==> src/rtl/hub_sideband_pkg.sv <==
// Purpose: Constants for the hub sideband control and status pin block.
// Assumes: One 250 MHz clock, AXI4-Lite register access.
// Notes: Offsets are byte addresses of 32-bit words.
// Summary of operation
// - Mode select low: attach plus orientation inputs.
// - Mode select high: orientation A/B attach inputs.
// - Undriven mode select defaults to mode one.
// - Speed pin: low SuperSpeed, high USB2, else hi-Z.
// - Suspend output follows USB 2.0 suspend state.
// - External reset low holds hub in reset.
// - Management port: SMBus target or I2C bridge.
// - Polarity input high inverts all attach inputs.
// - Mode two attach input gates its SuperSpeed PHY.
// - Straps latched at power-on and reset release.
package hub_sideband_pkg;
    localparam int ADDR_W = 4;
    localparam logic [ADDR_W-1:0] CTRL_OFFSET = 4'h0;
    localparam logic [ADDR_W-1:0] STATUS_OFFSET = 4'h4;
    localparam logic [ADDR_W-1:0] ATTACH_OFFSET = 4'h8;
    localparam int CTRL_ROLE_BIT = 0;
    localparam logic CTRL_ROLE_RESET = 1'b0;
    localparam int STATUS_PHYA_POS = 0;
    localparam int STATUS_PHYB_POS = 2;
    localparam int STATUS_MODE_BIT = 4;
    localparam int STATUS_POL_BIT = 5;
    localparam int STATUS_RST_BIT = 6;
    localparam int STATUS_SPDOE_BIT = 7;
    localparam int STATUS_SPD_BIT = 8;
    localparam int STATUS_SUSP_BIT = 9;
    localparam int ATTACH_C_POS = 0;
    localparam int ATTACH_AB_POS = 4;
    localparam int ATTACH_MA_POS = 8;
    localparam int ATTACH_MB_POS = 12;
    localparam logic [1:0] RESP_OKAY = 2'h0;
    localparam logic [1:0] RESP_SLVERR = 2'h2;
    localparam int ATTACH_W = 3;
    localparam int MUX_PORTS = 2;
    localparam logic [1:0] STRAP_WAIT = 2'h3;
endpackage

==> src/rtl/hub_sideband_control_pins.sv <==
// Purpose: Sideband pin logic of a hub: Type-C attach, speed, suspend.
// Assumes: Hub core status arrives on clk; pins are asynchronous.
// Notes: Registers reached over AXI4-Lite.
//
// Local design decisions: register access over AXI4-Lite and the address map.
`timescale 1ns/1ps
`default_nettype none
module hub_sideband_control_pins (
    // Clock and reset.
    input wire logic clk,
    input wire logic rst_n,
    // Pins from the Type-C controller and host.
    input wire logic ext_reset_n,
    input wire logic typec_ctrl_mode_sel,
    input wire logic attach_polarity_sel,
    input wire logic [hub_sideband_pkg::ATTACH_W-1:0] cAttachIn,
    input wire logic [hub_sideband_pkg::MUX_PORTS-1:0] orientation_in,
    input wire logic [hub_sideband_pkg::MUX_PORTS-1:0] orient_a_attach_in,
    input wire logic [hub_sideband_pkg::MUX_PORTS-1:0] orient_b_attach_in,
    // Hub core status.
    input wire logic upLinkConnected,
    input wire logic upLinkSuperSpeed,
    input wire logic usb2Suspended,
    // Pin and core outputs.
    output logic [hub_sideband_pkg::MUX_PORTS-1:0] phyEnA,
    output logic [hub_sideband_pkg::MUX_PORTS-1:0] phyEnB,
    output logic upSpeedOut,
    output logic upSpeedOe,
    output logic suspend_state_out,
    output logic hubResetMode,
    output logic mgmtI2cBridge,
    // AXI4-Lite slave.
    input wire logic [hub_sideband_pkg::ADDR_W-1:0] s_axi_awaddr,
    input wire logic s_axi_awvalid,
    output logic s_axi_awready,
    input wire logic [31:0] s_axi_wdata,
    input wire logic [3:0] s_axi_wstrb,
    input wire logic s_axi_wvalid,
    output logic s_axi_wready,
    output logic [1:0] s_axi_bresp,
    output logic s_axi_bvalid,
    input wire logic s_axi_bready,
    input wire logic [hub_sideband_pkg::ADDR_W-1:0] s_axi_araddr,
    input wire logic s_axi_arvalid,
    output logic s_axi_arready,
    output logic [31:0] s_axi_rdata,
    output logic [1:0] s_axi_rresp,
    output logic s_axi_rvalid,
    input wire logic s_axi_rready
);
    import hub_sideband_pkg::*;

    localparam int SYNC_W = 3 + ATTACH_W + 3 * MUX_PORTS;

    // ====================================================================
    // Pin synchronisation
    // ====================================================================
    logic [SYNC_W-1:0] pinsSynced;
    logic extRstSync;
    logic modeSync;
    logic polSync;
    logic [ATTACH_W-1:0] cAttSync;
    logic [MUX_PORTS-1:0] abSync;
    logic [MUX_PORTS-1:0] muxASync;
    logic [MUX_PORTS-1:0] muxBSync;

    sync_two_flop #(.WIDTH(SYNC_W)) pinSync (
        .clk(clk),
        .rst_n(rst_n),
        .async({ext_reset_n, typec_ctrl_mode_sel, attach_polarity_sel,
                cAttachIn, orientation_in, orient_a_attach_in,
                orient_b_attach_in}),
        .synced(pinsSynced)
    );
    assign {extRstSync, modeSync, polSync, cAttSync, abSync, muxASync,
            muxBSync} = pinsSynced;

    // ====================================================================
    // Strap latch
    // ====================================================================
    logic strapMode;
    logic strapPol;
    logic extRstPrev;
    logic [1:0] warm;
    logic next_strapMode;
    logic next_strapPol;
    logic [1:0] next_warm;

    always_comb begin
        next_strapMode = strapMode;
        next_strapPol = strapPol;
        next_warm = warm;
        if (warm != STRAP_WAIT) begin
            next_warm = warm + 2'h1;
        end
        if (warm == STRAP_WAIT - 2'h1) begin
            next_strapMode = modeSync;
            next_strapPol = polSync;
        end
        if (extRstSync && !extRstPrev && warm == STRAP_WAIT) begin
            next_strapMode = modeSync;
            next_strapPol = polSync;
        end
    end

    always_ff @(posedge clk) begin
        if (!rst_n) begin
            strapMode <= 1'b0;
            strapPol <= 1'b0;
            warm <= 2'h0;
            extRstPrev <= 1'b0;
        end else begin
            strapMode <= next_strapMode;
            strapPol <= next_strapPol;
            warm <= next_warm;
            extRstPrev <= extRstSync;
        end
    end

    // ====================================================================
    // Attach decode and pin outputs
    // ====================================================================
    logic inReset;
    logic [ATTACH_W-1:0] cAtt;
    logic [MUX_PORTS-1:0] ab;
    logic [MUX_PORTS-1:0] muxA;
    logic [MUX_PORTS-1:0] muxB;
    logic [MUX_PORTS-1:0] next_phyEnA;
    logic [MUX_PORTS-1:0] next_phyEnB;
    logic next_upSpeedOut;
    logic next_upSpeedOe;
    logic next_suspend;
    logic ctrlReg;
    logic next_ctrlReg;

    // Reset mode while external reset low.
    // The cycle of the release edge is kept in reset so that the pin
    // outputs never use straps that are still being relatched.
    assign inReset = !extRstSync || !extRstPrev || warm != STRAP_WAIT;
    assign cAtt = cAttSync ^ {ATTACH_W{strapPol}};
    assign ab = abSync ^ {MUX_PORTS{strapPol}};
    assign muxA = muxASync ^ {MUX_PORTS{strapPol}};
    assign muxB = muxBSync ^ {MUX_PORTS{strapPol}};

    always_comb begin
        next_phyEnA = '0;
        next_phyEnB = '0;
        next_upSpeedOut = 1'b0;
        next_upSpeedOe = 1'b0;
        next_suspend = 1'b0;
        if (!inReset) begin
            if (strapMode) begin
                next_phyEnA = muxA;
                next_phyEnB = muxB;
            end else begin
                next_phyEnA = cAtt[MUX_PORTS-1:0] & ~ab;
                next_phyEnB = cAtt[MUX_PORTS-1:0] & ab;
            end
            next_upSpeedOe = upLinkConnected;
            next_upSpeedOut = upLinkConnected && !upLinkSuperSpeed;
            next_suspend = usb2Suspended;
        end
    end

    always_ff @(posedge clk) begin
        if (!rst_n) begin
            phyEnA <= '0;
            phyEnB <= '0;
            upSpeedOut <= 1'b0;
            upSpeedOe <= 1'b0;
            suspend_state_out <= 1'b0;
            hubResetMode <= 1'b1;
            mgmtI2cBridge <= CTRL_ROLE_RESET;
        end else begin
            phyEnA <= next_phyEnA;
            phyEnB <= next_phyEnB;
            upSpeedOut <= next_upSpeedOut;
            upSpeedOe <= next_upSpeedOe;
            suspend_state_out <= next_suspend;
            hubResetMode <= inReset;
            mgmtI2cBridge <= next_ctrlReg;
        end
    end

    // ====================================================================
    // AXI4-Lite slave
    // ====================================================================
    logic awHeld;
    logic wHeld;
    logic [ADDR_W-1:0] awAddr;
    logic [31:0] wData;
    logic [3:0] wStrb;
    logic next_awHeld;
    logic next_wHeld;
    logic [ADDR_W-1:0] next_awAddr;
    logic [31:0] next_wData;
    logic [3:0] next_wStrb;
    logic next_bvalid;
    logic [1:0] next_bresp;
    logic next_rvalid;
    logic [1:0] next_rresp;
    logic [31:0] next_rdata;
    logic [31:0] statusWord;
    logic [31:0] attachWord;

    always_comb begin
        statusWord = '0;
        statusWord[STATUS_PHYA_POS +: MUX_PORTS] = phyEnA;
        statusWord[STATUS_PHYB_POS +: MUX_PORTS] = phyEnB;
        statusWord[STATUS_MODE_BIT] = strapMode;
        statusWord[STATUS_POL_BIT] = strapPol;
        statusWord[STATUS_RST_BIT] = hubResetMode;
        statusWord[STATUS_SPDOE_BIT] = upSpeedOe;
        statusWord[STATUS_SPD_BIT] = upSpeedOut;
        statusWord[STATUS_SUSP_BIT] = suspend_state_out;
        attachWord = '0;
        attachWord[ATTACH_C_POS +: ATTACH_W] = cAtt;
        attachWord[ATTACH_AB_POS +: MUX_PORTS] = ab;
        attachWord[ATTACH_MA_POS +: MUX_PORTS] = muxA;
        attachWord[ATTACH_MB_POS +: MUX_PORTS] = muxB;
    end

    always_comb begin
        next_awHeld = awHeld;
        next_wHeld = wHeld;
        next_awAddr = awAddr;
        next_wData = wData;
        next_wStrb = wStrb;
        next_bvalid = s_axi_bvalid;
        next_bresp = s_axi_bresp;
        next_ctrlReg = ctrlReg;
        next_rvalid = s_axi_rvalid;
        next_rresp = s_axi_rresp;
        next_rdata = s_axi_rdata;
        if (s_axi_awvalid && s_axi_awready) begin
            next_awHeld = 1'b1;
            next_awAddr = s_axi_awaddr;
        end
        if (s_axi_wvalid && s_axi_wready) begin
            next_wHeld = 1'b1;
            next_wData = s_axi_wdata;
            next_wStrb = s_axi_wstrb;
        end
        if (s_axi_bvalid && s_axi_bready) begin
            next_bvalid = 1'b0;
        end
        if (awHeld && wHeld && !s_axi_bvalid) begin
            next_awHeld = 1'b0;
            next_wHeld = 1'b0;
            next_bvalid = 1'b1;
            next_bresp = RESP_OKAY;
            unique case (awAddr)
                CTRL_OFFSET: begin
                    if (wStrb[0]) begin
                        next_ctrlReg = wData[CTRL_ROLE_BIT];
                    end
                end
                STATUS_OFFSET, ATTACH_OFFSET: begin
                    next_bresp = RESP_OKAY;
                end
                default: begin
                    next_bresp = RESP_SLVERR;
                end
            endcase
        end
        if (s_axi_rvalid && s_axi_rready) begin
            next_rvalid = 1'b0;
        end
        if (s_axi_arvalid && s_axi_arready) begin
            next_rvalid = 1'b1;
            next_rresp = RESP_OKAY;
            next_rdata = '0;
            unique case (s_axi_araddr)
                CTRL_OFFSET: begin
                    next_rdata[CTRL_ROLE_BIT] = ctrlReg;
                end
                STATUS_OFFSET: begin
                    next_rdata = statusWord;
                end
                ATTACH_OFFSET: begin
                    next_rdata = attachWord;
                end
                default: begin
                    next_rresp = RESP_SLVERR;
                end
            endcase
        end
    end

    always_ff @(posedge clk) begin
        if (!rst_n) begin
            awHeld <= 1'b0;
            wHeld <= 1'b0;
            awAddr <= '0;
            wData <= '0;
            wStrb <= '0;
            ctrlReg <= CTRL_ROLE_RESET;
            s_axi_awready <= 1'b0;
            s_axi_wready <= 1'b0;
            s_axi_bvalid <= 1'b0;
            s_axi_bresp <= RESP_OKAY;
            s_axi_arready <= 1'b0;
            s_axi_rvalid <= 1'b0;
            s_axi_rresp <= RESP_OKAY;
            s_axi_rdata <= '0;
        end else begin
            awHeld <= next_awHeld;
            wHeld <= next_wHeld;
            awAddr <= next_awAddr;
            wData <= next_wData;
            wStrb <= next_wStrb;
            ctrlReg <= next_ctrlReg;
            s_axi_awready <= !next_awHeld && !next_bvalid;
            s_axi_wready <= !next_wHeld && !next_bvalid;
            s_axi_bvalid <= next_bvalid;
            s_axi_bresp <= next_bresp;
            s_axi_arready <= !next_rvalid;
            s_axi_rvalid <= next_rvalid;
            s_axi_rresp <= next_rresp;
            s_axi_rdata <= next_rdata;
        end
    end
endmodule
`default_nettype wire

==> src/rtl/sync_two_flop.sv <==
// Purpose: Two flip-flop synchroniser for a vector of pin levels.
// Assumes: Each bit is an independent level.
// Notes: The first stage is read only by the second.
`timescale 1ns/1ps
`default_nettype none
module sync_two_flop #(
    parameter int WIDTH = 1
) (
    // Clock and reset.
    input wire logic clk,
    input wire logic rst_n,
    // Levels.
    input wire logic [WIDTH-1:0] async,
    output logic [WIDTH-1:0] synced
);
    logic [WIDTH-1:0] stage1;

    always_ff @(posedge clk) begin
        if (!rst_n) begin
            stage1 <= '0;
            synced <= '0;
        end else begin
            stage1 <= async;
            synced <= stage1;
        end
    end
endmodule
`default_nettype wire

==> config.mk <==
export PLATFORM = sky130hd
export DESIGN_NAME = hub_sideband_control_pins
export DESIGN_NICKNAME = d
export VERILOG_FILES = /design/src/rtl/hub_sideband_pkg.sv /design/src/rtl/hub_sideband_control_pins.sv /design/src/rtl/sync_two_flop.sv
export SDC_FILE = /design/constraint.sdc
export NUM_CORES = 1
export LEC_CHECK = 0
export BUFFER_PORTS_ARGS = -buffer_cell sky130_fd_sc_hd__buf_4
export CAP_MARGIN = 20
export CORE_UTILIZATION = 47
export DETAILED_ROUTE_END_ITERATION = 7
export HOLD_SLACK_MARGIN = 0.12
export MAX_ROUTING_LAYER = met4
export PLACE_DENSITY = 0.87
export SETUP_SLACK_MARGIN = 0.4
export SLEW_MARGIN = 40
export SYNTH_ARGS = -nofsm -noshare
export SYNTH_HDL_FRONTEND = slang
export SYNTH_HIERARCHICAL = 1
export SYNTH_SLANG_ARGS = --single-unit
==> constraint.sdc <==
create_clock -name clk -period 2.55 [get_ports clk]
set_clock_uncertainty 0.2 [all_clocks]
set_input_delay 0.255 -clock clk [delete_from_list [all_inputs] [get_ports clk]]
set_output_delay 0.255 -clock clk [all_outputs]
set_load 0.01 [all_outputs]
# Yosys cells after proc, flatten, opt, wreduce, memory -nomap -nowiden

Index checks and enable logic that the tools add are counted.

Mux-type cells: 18
Add/subtract/negate cells: 1
Bitwise operators: 8
Reduce and logical (&&, ||, !) cells: 29
Equal/unequal tests: 7

Operator list:

| cell                  | number |
|---|---|
| $pmux W13 S2          | 1 |
| $logic_and A1 B1 Y1   | 12 |
| $mux W1               | 12 |
| $eq A4 B3 Y1 const B  | 2 |
| $eq A4 B4 Y1 const B  | 2 |
| $logic_not A1 Y1      | 8 |
| $logic_not A4 Y1      | 2 |
| $mux W2               | 4 |
| $reduce_or A3 Y1      | 2 |
| $xor A2 B2 Y2         | 3 |
| $and A2 B2 Y2         | 2 |
| $eq A2 B2 Y1 const B  | 2 |
| $pmux W1 S3           | 1 |
| $reduce_and A3 Y1     | 1 |
| $xor A3 B3 Y3         | 1 |
| $add A2 B1 Y2 const B | 1 |
| $logic_or A1 B1 Y1    | 2 |
| $ne A2 B2 Y1 const B  | 1 |
| $not A2 Y2            | 1 |
| $reduce_bool A2 Y1    | 1 |
| $reduce_or A2 Y1      | 1 |
| $not A1 Y1            | 1 |

Input bits: 66
Bits in registers: 87
Logic and storage cells: 89

# Depth between registers and ports, before layout

Gate-level depths: netlist (run 1).

Depth after elaboration: 5
Gate-level depth with buffers: 6

# By module

Netlist (run 1), hierarchy kept.

Modules (own cells, without submodules):

| module                    | times used | area each (µm²) | cells each |
|---|---|---|---|
| hub_sideband_control_pins | 1          | 1925.6          | 217 |
| sync_two_flop             | 1          | 675.6           | 50 |

# Worst setup path before layout (run 1)

No wires, ideal clock.

Path kind: flip-flop to flip-flop
Start: register s_axi_arready
End: register s_axi_rdata[0]
Buffers on the path: 1
Cell stages (with the launch flop): 6
Data arrival time: 1.253 ns
Period minus slack after synthesis: 1.522 ns
Setup slack: 1.028 ns
Cell sequence: dfxtp_1 nand2_2 buf_4 a2111oi_1 nand2_1 o21ai_1

Word-level cells in the longest chain between the ends: 1

Ends and longest elaborated chain:

| item                   | RTL line                         | RTL |
|---|---|---|
| start, declared        | hub_sideband_control_pins.sv:45  | `output logic s_axi_arready,` |
| start signal, assigned | hub_sideband_control_pins.sv:317 | `s_axi_arready <= !next_rvalid;` |
| $logic_and A1 B1 Y1    | hub_sideband_control_pins.sv:269 | `if (s_axi_arvalid && s_axi_arready) begin` |
| end signal, assigned   | hub_sideband_control_pins.sv:320 | `s_axi_rdata <= next_rdata;` |
| end, declared          | hub_sideband_control_pins.sv:46  | `output logic [31:0] s_axi_rdata,` |

No other way between the ends.
A chain may end at the register's enable or synchronous reset.

# Worst setup path in the final report (run 1)

Start: input port rst_n
End: register upSpeedOut

Word-level cells in the longest chain between the ends: 2

Ends and longest elaborated chain:

| item                       | RTL line                         | RTL |
|---|---|---|
| start, declared            | hub_sideband_control_pins.sv:11  | `input wire logic rst_n,` |
| $not A1 Y1 (no line)       | --                               |  |
| $reduce_or A2 Y1 (no line) | --                               |  |
| end signal, assigned       | hub_sideband_control_pins.sv:177 | `upSpeedOut <= next_upSpeedOut;` |
| end, declared              | hub_sideband_control_pins.sv:27  | `output logic upSpeedOut,` |

No other way between the ends.

==> results.cfg, run 1 <==
[cts]
tritoncts = done
cts_root_buf = clkbuf_8
htreeDepth = 3
numClockSinks = 65
clock_latency_ns = 0.34
clockBufferDepth = 2
cts_buffers = 9
clk_pin_slew_ns = 0.07

[pwr]
p_comb_share_pct = 10.2
p_per_area_mw_per_mm2 = 641
internal_power_w = 0.00177
clock_power_share_pct = 42.6
swShare_pct = 23.3
p_sw_w = 0.000537
p_seq_share_pct = 47.2
p_leak_nw = 1.55
peakVddDrop_uv = 491

[layout]
final_layout_size_suffix_gt1_share_pct = 27.0
area_delta_synth_final_pct = 38.2
final_net_count = 433
fill_cells = 392
seq_area_mm2 = 0.00130
n_antenna_cell = 0
multi_input_area_mm2 = 0.00113

[floorplanning]
design.portCount = 116
coreArea_mm2 = 0.00520
start_util_pct = 50.0
die_w_um = 76.4
die_h_um = 76.4
die-area_mm2 = 0.00584
rows = 26

[timing]
period_minus_slack_ns = 2.05
tightest_slew_ns = 0.504
rsz0062_at_grt = false
finalHoldViolations = 0
setup_tns_ns = 0
min_period_over_period_pct = 80.5
final-setup-viol-count = 0
drv_slew = 0
max_clock_freq_mhz = 487
hold_ws_ns = 0.234
max_slew_margin_pct = 66.2

[worst_setup_path]
crit_path_cell_trace = dlygate4sd3_1, buf_4, and2_1, nand3_1, nor3_1, dlygate4sd3_1
end_kind = register
path_class = in2reg
crit_family = buffers and inverters
cpMostUsedCell = dlygate4sd3_1
slowest_delay_ns = 0.59
crit_buf_inv = 3
worstPathMaxFanout = 8
critPathSlowestCell = dlygate4sd3_1
critPathLaunchType = primary input
crit_arrival_ns = 2.14
required_ns = 2.63

[synthesis]
syn_area_per_cell_um2 = 9.74
syn_area_mm2 = 0.00260
ys.flop_type = dfxtp_1
ys_ff_latch = 65
synth-seq-area-share_pct = 50.0
yosys_warnings = 6
async_flop_share_pct = 0
synthCells = 267
synth_edf_count = 0
yosysUniqueCellTypes = 35

[placed_design]
place_hpwl_um = 3100
gp_congestion = 0.810
portBuffers = 59

[grt]
grt_usage_pct = 21.6
grt_pass1_vias = 2076
grt-ovfl-total = 0
grt_max_degree = 59
antenna_found_initial = 0
grt_pass1_wl_um = 9340

[hold_path]
min_path_type = reg2reg

[flow_run]
max_cap_viol_count = 0

[drt]
drt-vias-per-instance = 4.68
firstDrtPassIters = 5
antenna_left = 0
wirelength_um = 5580
wire_per_inst_um = 12.7
dr.first_iter.drc_count = 104
vias = 2060
drc = 0

[outcome]
status = complete, no violations
==> flip-flops by register name, indices dropped and copies added, names as in the netlist, 2 cells and up <==
name            count
pinSync/stage1     12
phyEnB              2
s_axi_rdata        12
phyEnA              2
pinSync/synced     12
warm                2
awAddr              4
==> final cells by class <==
type	instances	area share (%)
clock buffers	10	3.83
repair buffers	98	23.0
multi-input cells	186	31.5
well taps	70	2.44
flip-flops and latches	65	36.2
clock inverters	6	2.51
inverters	5	0.522
==> metrics by stage <==
stage | std cells | total power, W | utilization [%] | instance area (µm²) | setup WS, ns
after global placement | 387 | 0.00129 | 57.5 | 2990 | 0.908
after global routing | 440 | 0.00241 | 69.1 | 3590 | 0.402
after CTS | 444 | 0.00231 | 69.8 | 3630 | 0.415
after floorplan | 288 | 0.00125 | - | 2680 | 1.03
after detailed placement | 387 | 0.00129 | 57.5 | 2990 | 0.839
final | 440 | 0.00230 | 69.1 | 3590 | 0.497
==> worst paths after layout <==
check               startpoint                 to  slack, ns  cells past startpoint
min          pinSync/stage1[7]  pinSync/synced[7]       0.23                      1
max reg2reg            warm[0]         upSpeedOut       0.53                      4
max                      rst_n         upSpeedOut       0.50                      6
min reg2reg  pinSync/stage1[7]  pinSync/synced[7]       0.23                      1
==> cell usage in the layout (no fill, tap or decap), types with 3 or more instances in the layout <==
cell type	n
nand2b_1	4
dlygate4sd3_1	37
a211oi_1	7
xor2_1	4
mux2i_1	3
and2_2	18
clkbuf_8	10
conb_1	22
a222oi_1	4
nor2b_1	13
buf_4	61
a21boi_1	3
a21boi_0	4
and3_1	3
o21ai_0	5
nand3_1	11
nor2_1	13
dfxtp_1	65
and2_1	9
a21oi_1	11
nor3_1	5
nor3b_1	4
inv_1	5
xnor2_1	5
a22oi_1	3
nand2_1	19
o21ai_1	5
==> kinds of logic after synthesis <==
group	after synthesis	synth area share, %
AO/OA/AOI/OAI	45	11.4
multiplexers	3	1.15
flip-flops	65	50.0
adder cells (fa/ha/maj)	2	0.962
XOR/XNOR	9	3.03
other	1	0.144
AND/OR/NAND/NOR	105	23.6
buffers and inverters	37	9.67
==> power groups by stage <==
stage               clock network, W  logic (W)  registers (W)
floorplan                          0   0.000144        0.00110
global placement                   0   0.000180        0.00111
detailed placement                 0   0.000185        0.00111
global route                 0.00106   0.000259        0.00109
CTS                         0.000995   0.000232        0.00109
finish                      0.000981   0.000235        0.00109
==> worst register-to-register path, cell delays in order, from the launching register on <==
cell and delay, ns:
dfxtp_1 0.37, ha_1 0.25, nand3_1 0.31, nor3_1 0.25, dlygate4sd3_1 0.59
==> cells in the mapped netlist, drive strengths merged (4+ instances only) <==
library cell / instances / area share, %
xor2: 4 / 1.3
a222oi: 4 / 1.5
nor2b: 13 / 3.1
a21oi: 11 / 2.1
a21boi: 8 / 2.3
and2: 27 / 7.4
xnor2: 5 / 1.7
nand2b: 4 / 0.96
a211oi: 7 / 2.0
nor3: 5 / 0.96
nand3: 11 / 2.1
inv: 5 / 0.72
clkbuf: 5 / 0.72
buf: 27 / 8.2
nor3b: 4 / 1.2
nor2: 14 / 2.3
dfxtp: 65 / 50
o21ai: 10 / 1.9
nand2: 20 / 3.0
==> metal layers <==
| metal | share of wire (%) | wire length, µm | track usage, % |
|---|---|---|---|
| met5 | 0 | 0 | - |
| met2 | 51 | 2840 | 37.3 |
| met1 | 41 | 2280 | 21.3 |
| met3 | 4.9 | 274 | 7.66 |
| met4 | 3.3 | 185 | 11.5 |
==> what timing repair did <==
item,CTS,global route
buffers inserted,0,0
hold endpoints to repair,33,0
hold buffers,41,0
resized for setup,0,5
setup endpoints to repair,0,4
No activity file was read; power rests on OpenSTA's default activity.
==> run 2, diff against run 1 <==
--- a/config.mk
+++ b/config.mk
@@ -5,13 +5,14 @@
 export SDC_FILE = /design/constraint.sdc
 export NUM_CORES = 1
 export LEC_CHECK = 0
+export ABC_AREA = 1
 export BUFFER_PORTS_ARGS = -buffer_cell sky130_fd_sc_hd__buf_4
 export CAP_MARGIN = 20
 export CORE_UTILIZATION = 47
 export DETAILED_ROUTE_END_ITERATION = 7
 export HOLD_SLACK_MARGIN = 0.12
 export MAX_ROUTING_LAYER = met4
-export PLACE_DENSITY = 0.87
+export PLACE_DENSITY = 0.86
 export SETUP_SLACK_MARGIN = 0.4
 export SLEW_MARGIN = 40
 export SYNTH_ARGS = -nofsm -noshare
==> constraint.sdc (replaced) <==
create_clock -name clk -period 1.9 [get_ports clk]
set_clock_uncertainty 0.2 [all_clocks]
set_input_delay 0.19 -clock clk [delete_from_list [all_inputs] [get_ports clk]]
set_output_delay 0.19 -clock clk [all_outputs]
set_load 0.01 [all_outputs]
==> results.cfg, run 2 <==
[outcome]
status = complete, no violations

[synthesis]
synth_edf_count = 0
syn_area_per_cell_um2 = 7.66
ys_ff_latch = 65
synth_area_leaders = dfxtp_1, nand2_1, inv_1
synth-seq-area-share_pct = 49.3
syn_area_mm2 = 0.00264
async_flop_share_pct = 0
synth.largest_area_cell = dfxtp_1
synth.top_cell.area_share_pct = 49.3
ys.flop_type = dfxtp_1
yosysUniqueCellTypes = 29
synth_most_common_cell = nand2_1
yosys_warnings = 6
synthCells = 345
ys_top_cells_by_count = nand2_1, dfxtp_1, inv_1, nor2_1, buf_4

[layout]
final_cell_area_mm2 = 0.00354
fill_cells = 407
final_net_count = 510
final_common_cell = nand2_1
fin_util_pct = 67.2
n_antenna_cell = 0
most-common-layout-cells = nand2_1, buf_4, dfxtp_1, inv_1, nor2_1
final_cells = 515
area_delta_synth_final_pct = 34.1
top_regs = pinSync/stage1 x12, pinSync/synced x12, s_axi_rdata x12
final_layout_size_suffix_gt1_share_pct = 22.2

[floorplanning]
rows = 26
coreArea_mm2 = 0.00527
die-area_mm2 = 0.00592
design.portCount = 116
die_w_um = 77.0
start_util_pct = 50.1
die_h_um = 77.0

[hold_path]
min_path_cells = 4
min_from = s_axi_arvalid
min_path_type = in2reg

[drt]
drc = 0
dr.first_iter.drc_count = 136
antenna_left = 0
drt-vias-per-instance = 4.53
vias = 2335
wire_per_inst_um = 11.0
firstDrtPassIters = 5
wirelength_um = 5690

[placed_design]
place_hpwl_um = 3710
portBuffers = 59
dpl_cell_area_mm2 = 0.00305
placed_cells = 468
gp_congestion = 0.821

[timing]
min_period_over_period_pct = 78.6
final-setup-viol-count = 0
finalHoldViolations = 0
rsz0062_at_grt = true
max_clock_freq_mhz = 669
setup_tns_ns = 0
period_minus_slack_ns = 1.49
drv_slew = 0

[worst_setup_path]
startpoint = s_axi_araddr[2]
end_kind = register
crit_family = buffers and inverters
required_ns = 1.96
r2r-end = s_axi_rdata[13]
r2r_cells = 4
critPathLaunchType = primary input
critPathSlowestCell = dlygate4sd3_1
path_class = in2reg
slowest_delay_ns = 0.54
r2r_setup_slack_ns = 0.51
rr_startpoint = strapPol
cpMostUsedCell = nand2_1
crit_buf_inv = 3
worstPathMaxFanout = 4
crit_path_cell_trace = dlygate4sd3_1, buf_4, inv_2, nand2_1, nor3_2, nand2_1, a21oi_1
cp_num_cells = 7
crit_end = s_axi_rdata[13]
crit_arrival_ns = 1.55

[cts]
clockBufferDepth = 2
numClockSinks = 65
clock_latency_ns = 0.34
clk_pin_slew_ns = 0.07
htreeDepth = 3
cts_hold_buf = 28
cts_root_buf = clkbuf_8
tritoncts = done
cts_buffers = 9

[grt]
grt_usage_pct = 20.0
grt-ovfl-total = 0
grt_pass1_wl_um = 8970
antenna_found_initial = 0
grt_max_degree = 31
grt_pass1_vias = 2088

[pwr]
p_total_w = 0.00286
p_leak_nw = 1.89
peakVddDrop_uv = 502
p_per_area_mw_per_mm2 = 807

[flow_run]
max_cap_viol_count = 0
==> run 2: worst min-delay path by stage <==
stage                      to  slack [ns]
2_1_floorplan      upSpeedOut        0.06
3_3_place_gp       upSpeedOut        0.16
3_5_place_dp       upSpeedOut        0.16
4_1_cts        s_axi_rdata[0]        0.06
5_1_grt        s_axi_rdata[0]         0.1
6_report       s_axi_rdata[0]        0.09
==> run 2: through the flow <==
stage	hold slack (ns)	setup WS [ns]
after floorplan	0.0609	0.592
after global placement	0.157	0.421
after detailed placement	0.159	0.381
after CTS	0.0575	0.425
after global routing	0.0962	0.317
final	0.0929	0.406
==> run 2: tightest hold or removal path, delay by kind of cell <==
family | cells | cell delay (ns)
buffers and inverters | 1 | 0.08
and+or+nand+nor | 2 | 0.26
AOI/OAI and AO/OA | 1 | 0.05
==> run 2: timing repair <==
item                       in CTS  in global routing
pin swaps                       0                  2
hold endpoints to repair       43                  3
setup buffers                   0                  5
resized for setup               2                  9
setup endpoints to repair       2                 19
==> run 2: per-layer routing <==
metal / track usage (%) / vias up / routed length [µm]
met5: - / - / 0
met4: 8.85 / 0 / 125
met3: 7.02 / 14 / 330
met2: 32.6 / 96 / 2820
met1: 22.1 / 1039 / 2400
li1: - / 1186 / -
==> run 2: logic make-up (layout without fill, tap and decap cells) <==
logic type	Yosys count	after routing	share of synthesized area, %
adders and majority gates	2	2	0.947
other	1	22	0.142
buffers and inverters	91	170	17.1
DFF	65	65	49.3
xor gates and xnor gates	4	4	2.18
AOI/OAI and AO/OA	35	35	6.82
and+or+nand+nor	147	147	23.6
==> run 2: final cells by class <==
cell class	count	area (µm²)	share of cell area, %
Clock buffer	10	128	3.60
Clock inverter	4	22.5	0.636
Inverter	62	235	6.64
Multi-Input combinational cell	210	987	27.9
Sequential cell	65	1300	36.8
Tap cell	70	87.6	2.47
Timing Repair Buffer	94	779	22.0
==> run 2: report_power, final <==
group / leakage, nW / internal (W) / switching, W
registers: 0.534 / 0.00144 / 0.0000511
clock network: 0.0778 / 0.000451 / 0.000490
logic: 1.28 / 0.000199 / 0.000232
==> run 3, diff against run 2 <==
==> constraint.sdc (replaced) <==
create_clock -name clk -period 1.5 [get_ports clk]
set_clock_uncertainty 0.2 [all_clocks]
set_input_delay 0.15 -clock clk [delete_from_list [all_inputs] [get_ports clk]]
set_output_delay 0.15 -clock clk [all_outputs]
set_load 0.01 [all_outputs]
==> results.cfg, run 3 (synthesis gave the netlist of run 2 again) <==
[cts]
clock_latency_ns = 0.35
cts_buffers = 9
clockBufferDepth = 2
htreeDepth = 3
cts_hold_buf = 23
tritoncts = done
clk_pin_slew_ns = 0.08
cts_root_buf = clkbuf_8
numClockSinks = 65

[placed_design]
portBuffers = 59
place_hpwl_um = 3800
gp_congestion = 0.809

[drt]
drc = 0
antenna_left = 0
dr.first_iter.drc_count = 302
firstDrtPassIters = 6
wirelength_um = 9250
vias = 2867
wire_per_inst_um = 16.9
drt-vias-per-instance = 5.25

[timing]
hold_ws_ns = -0.0744
postLayoutSetupSlackWorst_ns = -0.0658
drv_slew = 0
max_slew_margin_pct = 61.7
setup_tns_ns = -0.0658
max_clock_freq_mhz = 639
period_minus_slack_ns = 1.57
rsz0062_at_grt = true
tightest_slew_ns = 0.573
finalHoldViolations = 16
min_period_over_period_pct = 104
final-setup-viol-count = 1

[floorplanning]
rows = 26
die-area_mm2 = 0.00592
coreArea_mm2 = 0.00527
die_h_um = 77.0
start_util_pct = 50.1
die_w_um = 77.0
design.portCount = 116

[worst_setup_path]
worstPathMaxFanout = 6
rr_startpoint = strapPol
slowest_delay_ns = 0.38
path_class = reg2reg
end_kind = register
crit_arrival_ns = 1.64
startpoint = strapPol
critPathLaunchType = register
crit_family = simple AND/OR/NAND/NOR gates
required_ns = 1.58
crit_path_cell_trace = buf_8, nand2_1, inv_1, nor2_1, nand3_1, nand3_1, nand2_1, inv_1
crit_buf_inv = 3
critPathSlowestCell = dfxtp_4

[layout]
fill_cells = 275
final_net_count = 539
seq_area_mm2 = 0.00136
n_antenna_cell = 0
final_common_cell = buf_4
multi_input_area_mm2 = 0.00124
final_layout_size_suffix_gt1_share_pct = 47.1
area_delta_synth_final_pct = 61.1
top_regs = pinSync/stage1 x12, pinSync/synced x12, s_axi_rdata x12
most-common-layout-cells = buf_4, nand2_1, inv_1, buf_6, nor2_1

[outcome]
violations = negative hold slack, negative setup slack
status = finished with violations

[pwr]
internal_power_w = 0.00294
peakVddDrop_uv = 517
p_leak_nw = 2.17
p_total_w = 0.00421
p_comb_share_pct = 21.6
p_seq_share_pct = 45.5
p_per_area_mw_per_mm2 = 989
clock_power_share_pct = 32.9
p_sw_w = 0.00127
swShare_pct = 30.2

[grt]
antenna_found_initial = 0
grt_max_degree = 18
grt_usage_pct = 24.5
top_usage_layer = met2
grt_pass1_wl_um = 10800
grt-ovfl-total = 0
met2_usage_pct = 44.1
grt_use_met1_pct = 22.9
grt_pass1_vias = 2502
grtUsageMet3_pct = 7.62

[hold_path]
min_from = rst_n
min_path_type = in2reg

[flow_run]
max_cap_viol_count = 0
[run 3: cell count changes in the layout (fill, tap and decap cells not counted), sizes merged]
cell / delta
clkinvlp: +1
clkbuf: +1
buf: +33
clkinv: +1
dlygate4sd3: -5
[run 3: area by class of cell]
type                            count  share of cell area, %
Inverter                           62                   5.82
Tap cell                           70                   2.06
Clock inverter                      5                  0.706
Timing Repair Buffer              122                   26.6
Multi-Input combinational cell    210                   29.1
Timing Repair inverter              1                  0.265
Sequential cell                    65                   31.9
Clock buffer                       11                   3.56
[run 3: power groups by stage]
stage          combinational [W]  clock (W)  sequential, W
5_1_grt                 0.000956    0.00145        0.00192
4_1_cts                 0.000724    0.00136        0.00190
6_report                0.000910    0.00139        0.00191
2_1_floorplan           0.000375          0        0.00192
3_5_place_dp            0.000486          0        0.00194
3_3_place_gp            0.000464          0        0.00193
[run 3: metrics by stage]
step	worst slack (ns)	cell area, µm²	instances	utilization [%]	hold WS, ns
3_5_place_dp	0.155	3140	471	59.5	0.117
2_1_floorplan	0.344	2800	366	-	0.0209
4_1_cts	0.226	4030	534	76.5	-0.0883
3_3_place_gp	0.191	3140	471	59.5	0.121
6_report	-0.0658	4250	546	80.7	-0.0744
5_1_grt	-0.0505	4250	546	80.7	-0.0719
[run 3: worst register-to-register path, cell delays in order, from the launching register on]
cell	delay, ns
dfxtp_4	0.38
buf_8	0.15
nand2_1	0.06
inv_1	0.03
nor2_1	0.17
nand3_1	0.14
nand3_1	0.11
nand2_1	0.11
inv_1	0.15
[run 3: metal layers]
metal | up-vias | routed length (µm) | share of wire (%)
met4 | 0 | 628 | 6.8
met1 | 1303 | 3110 | 34
li1 | 1247 | - | -
met3 | 70 | 832 | 9.0
met5 | - | 0 | 0
met2 | 247 | 4680 | 51
[run 3: what timing repair did]
item / CTS / global route
cloned: 1 / 0
endpoints found under the setup margin: 58 / 63
gates resized for setup: 109 / 41
pin swaps: 19 / 16
endpoints found under the hold margin: 54 / 28
buffers inserted: 23 / 12
[run 3: worst paths after layout]
check,slack [ns],end,depth (start not counted)
max reg2reg,-0.07,s_axi_rdata[2],8
min,-0.07,pinSync/synced[4],3
max,-0.07,s_axi_rdata[2],8
min reg2reg,0.21,pinSync/synced[2],2
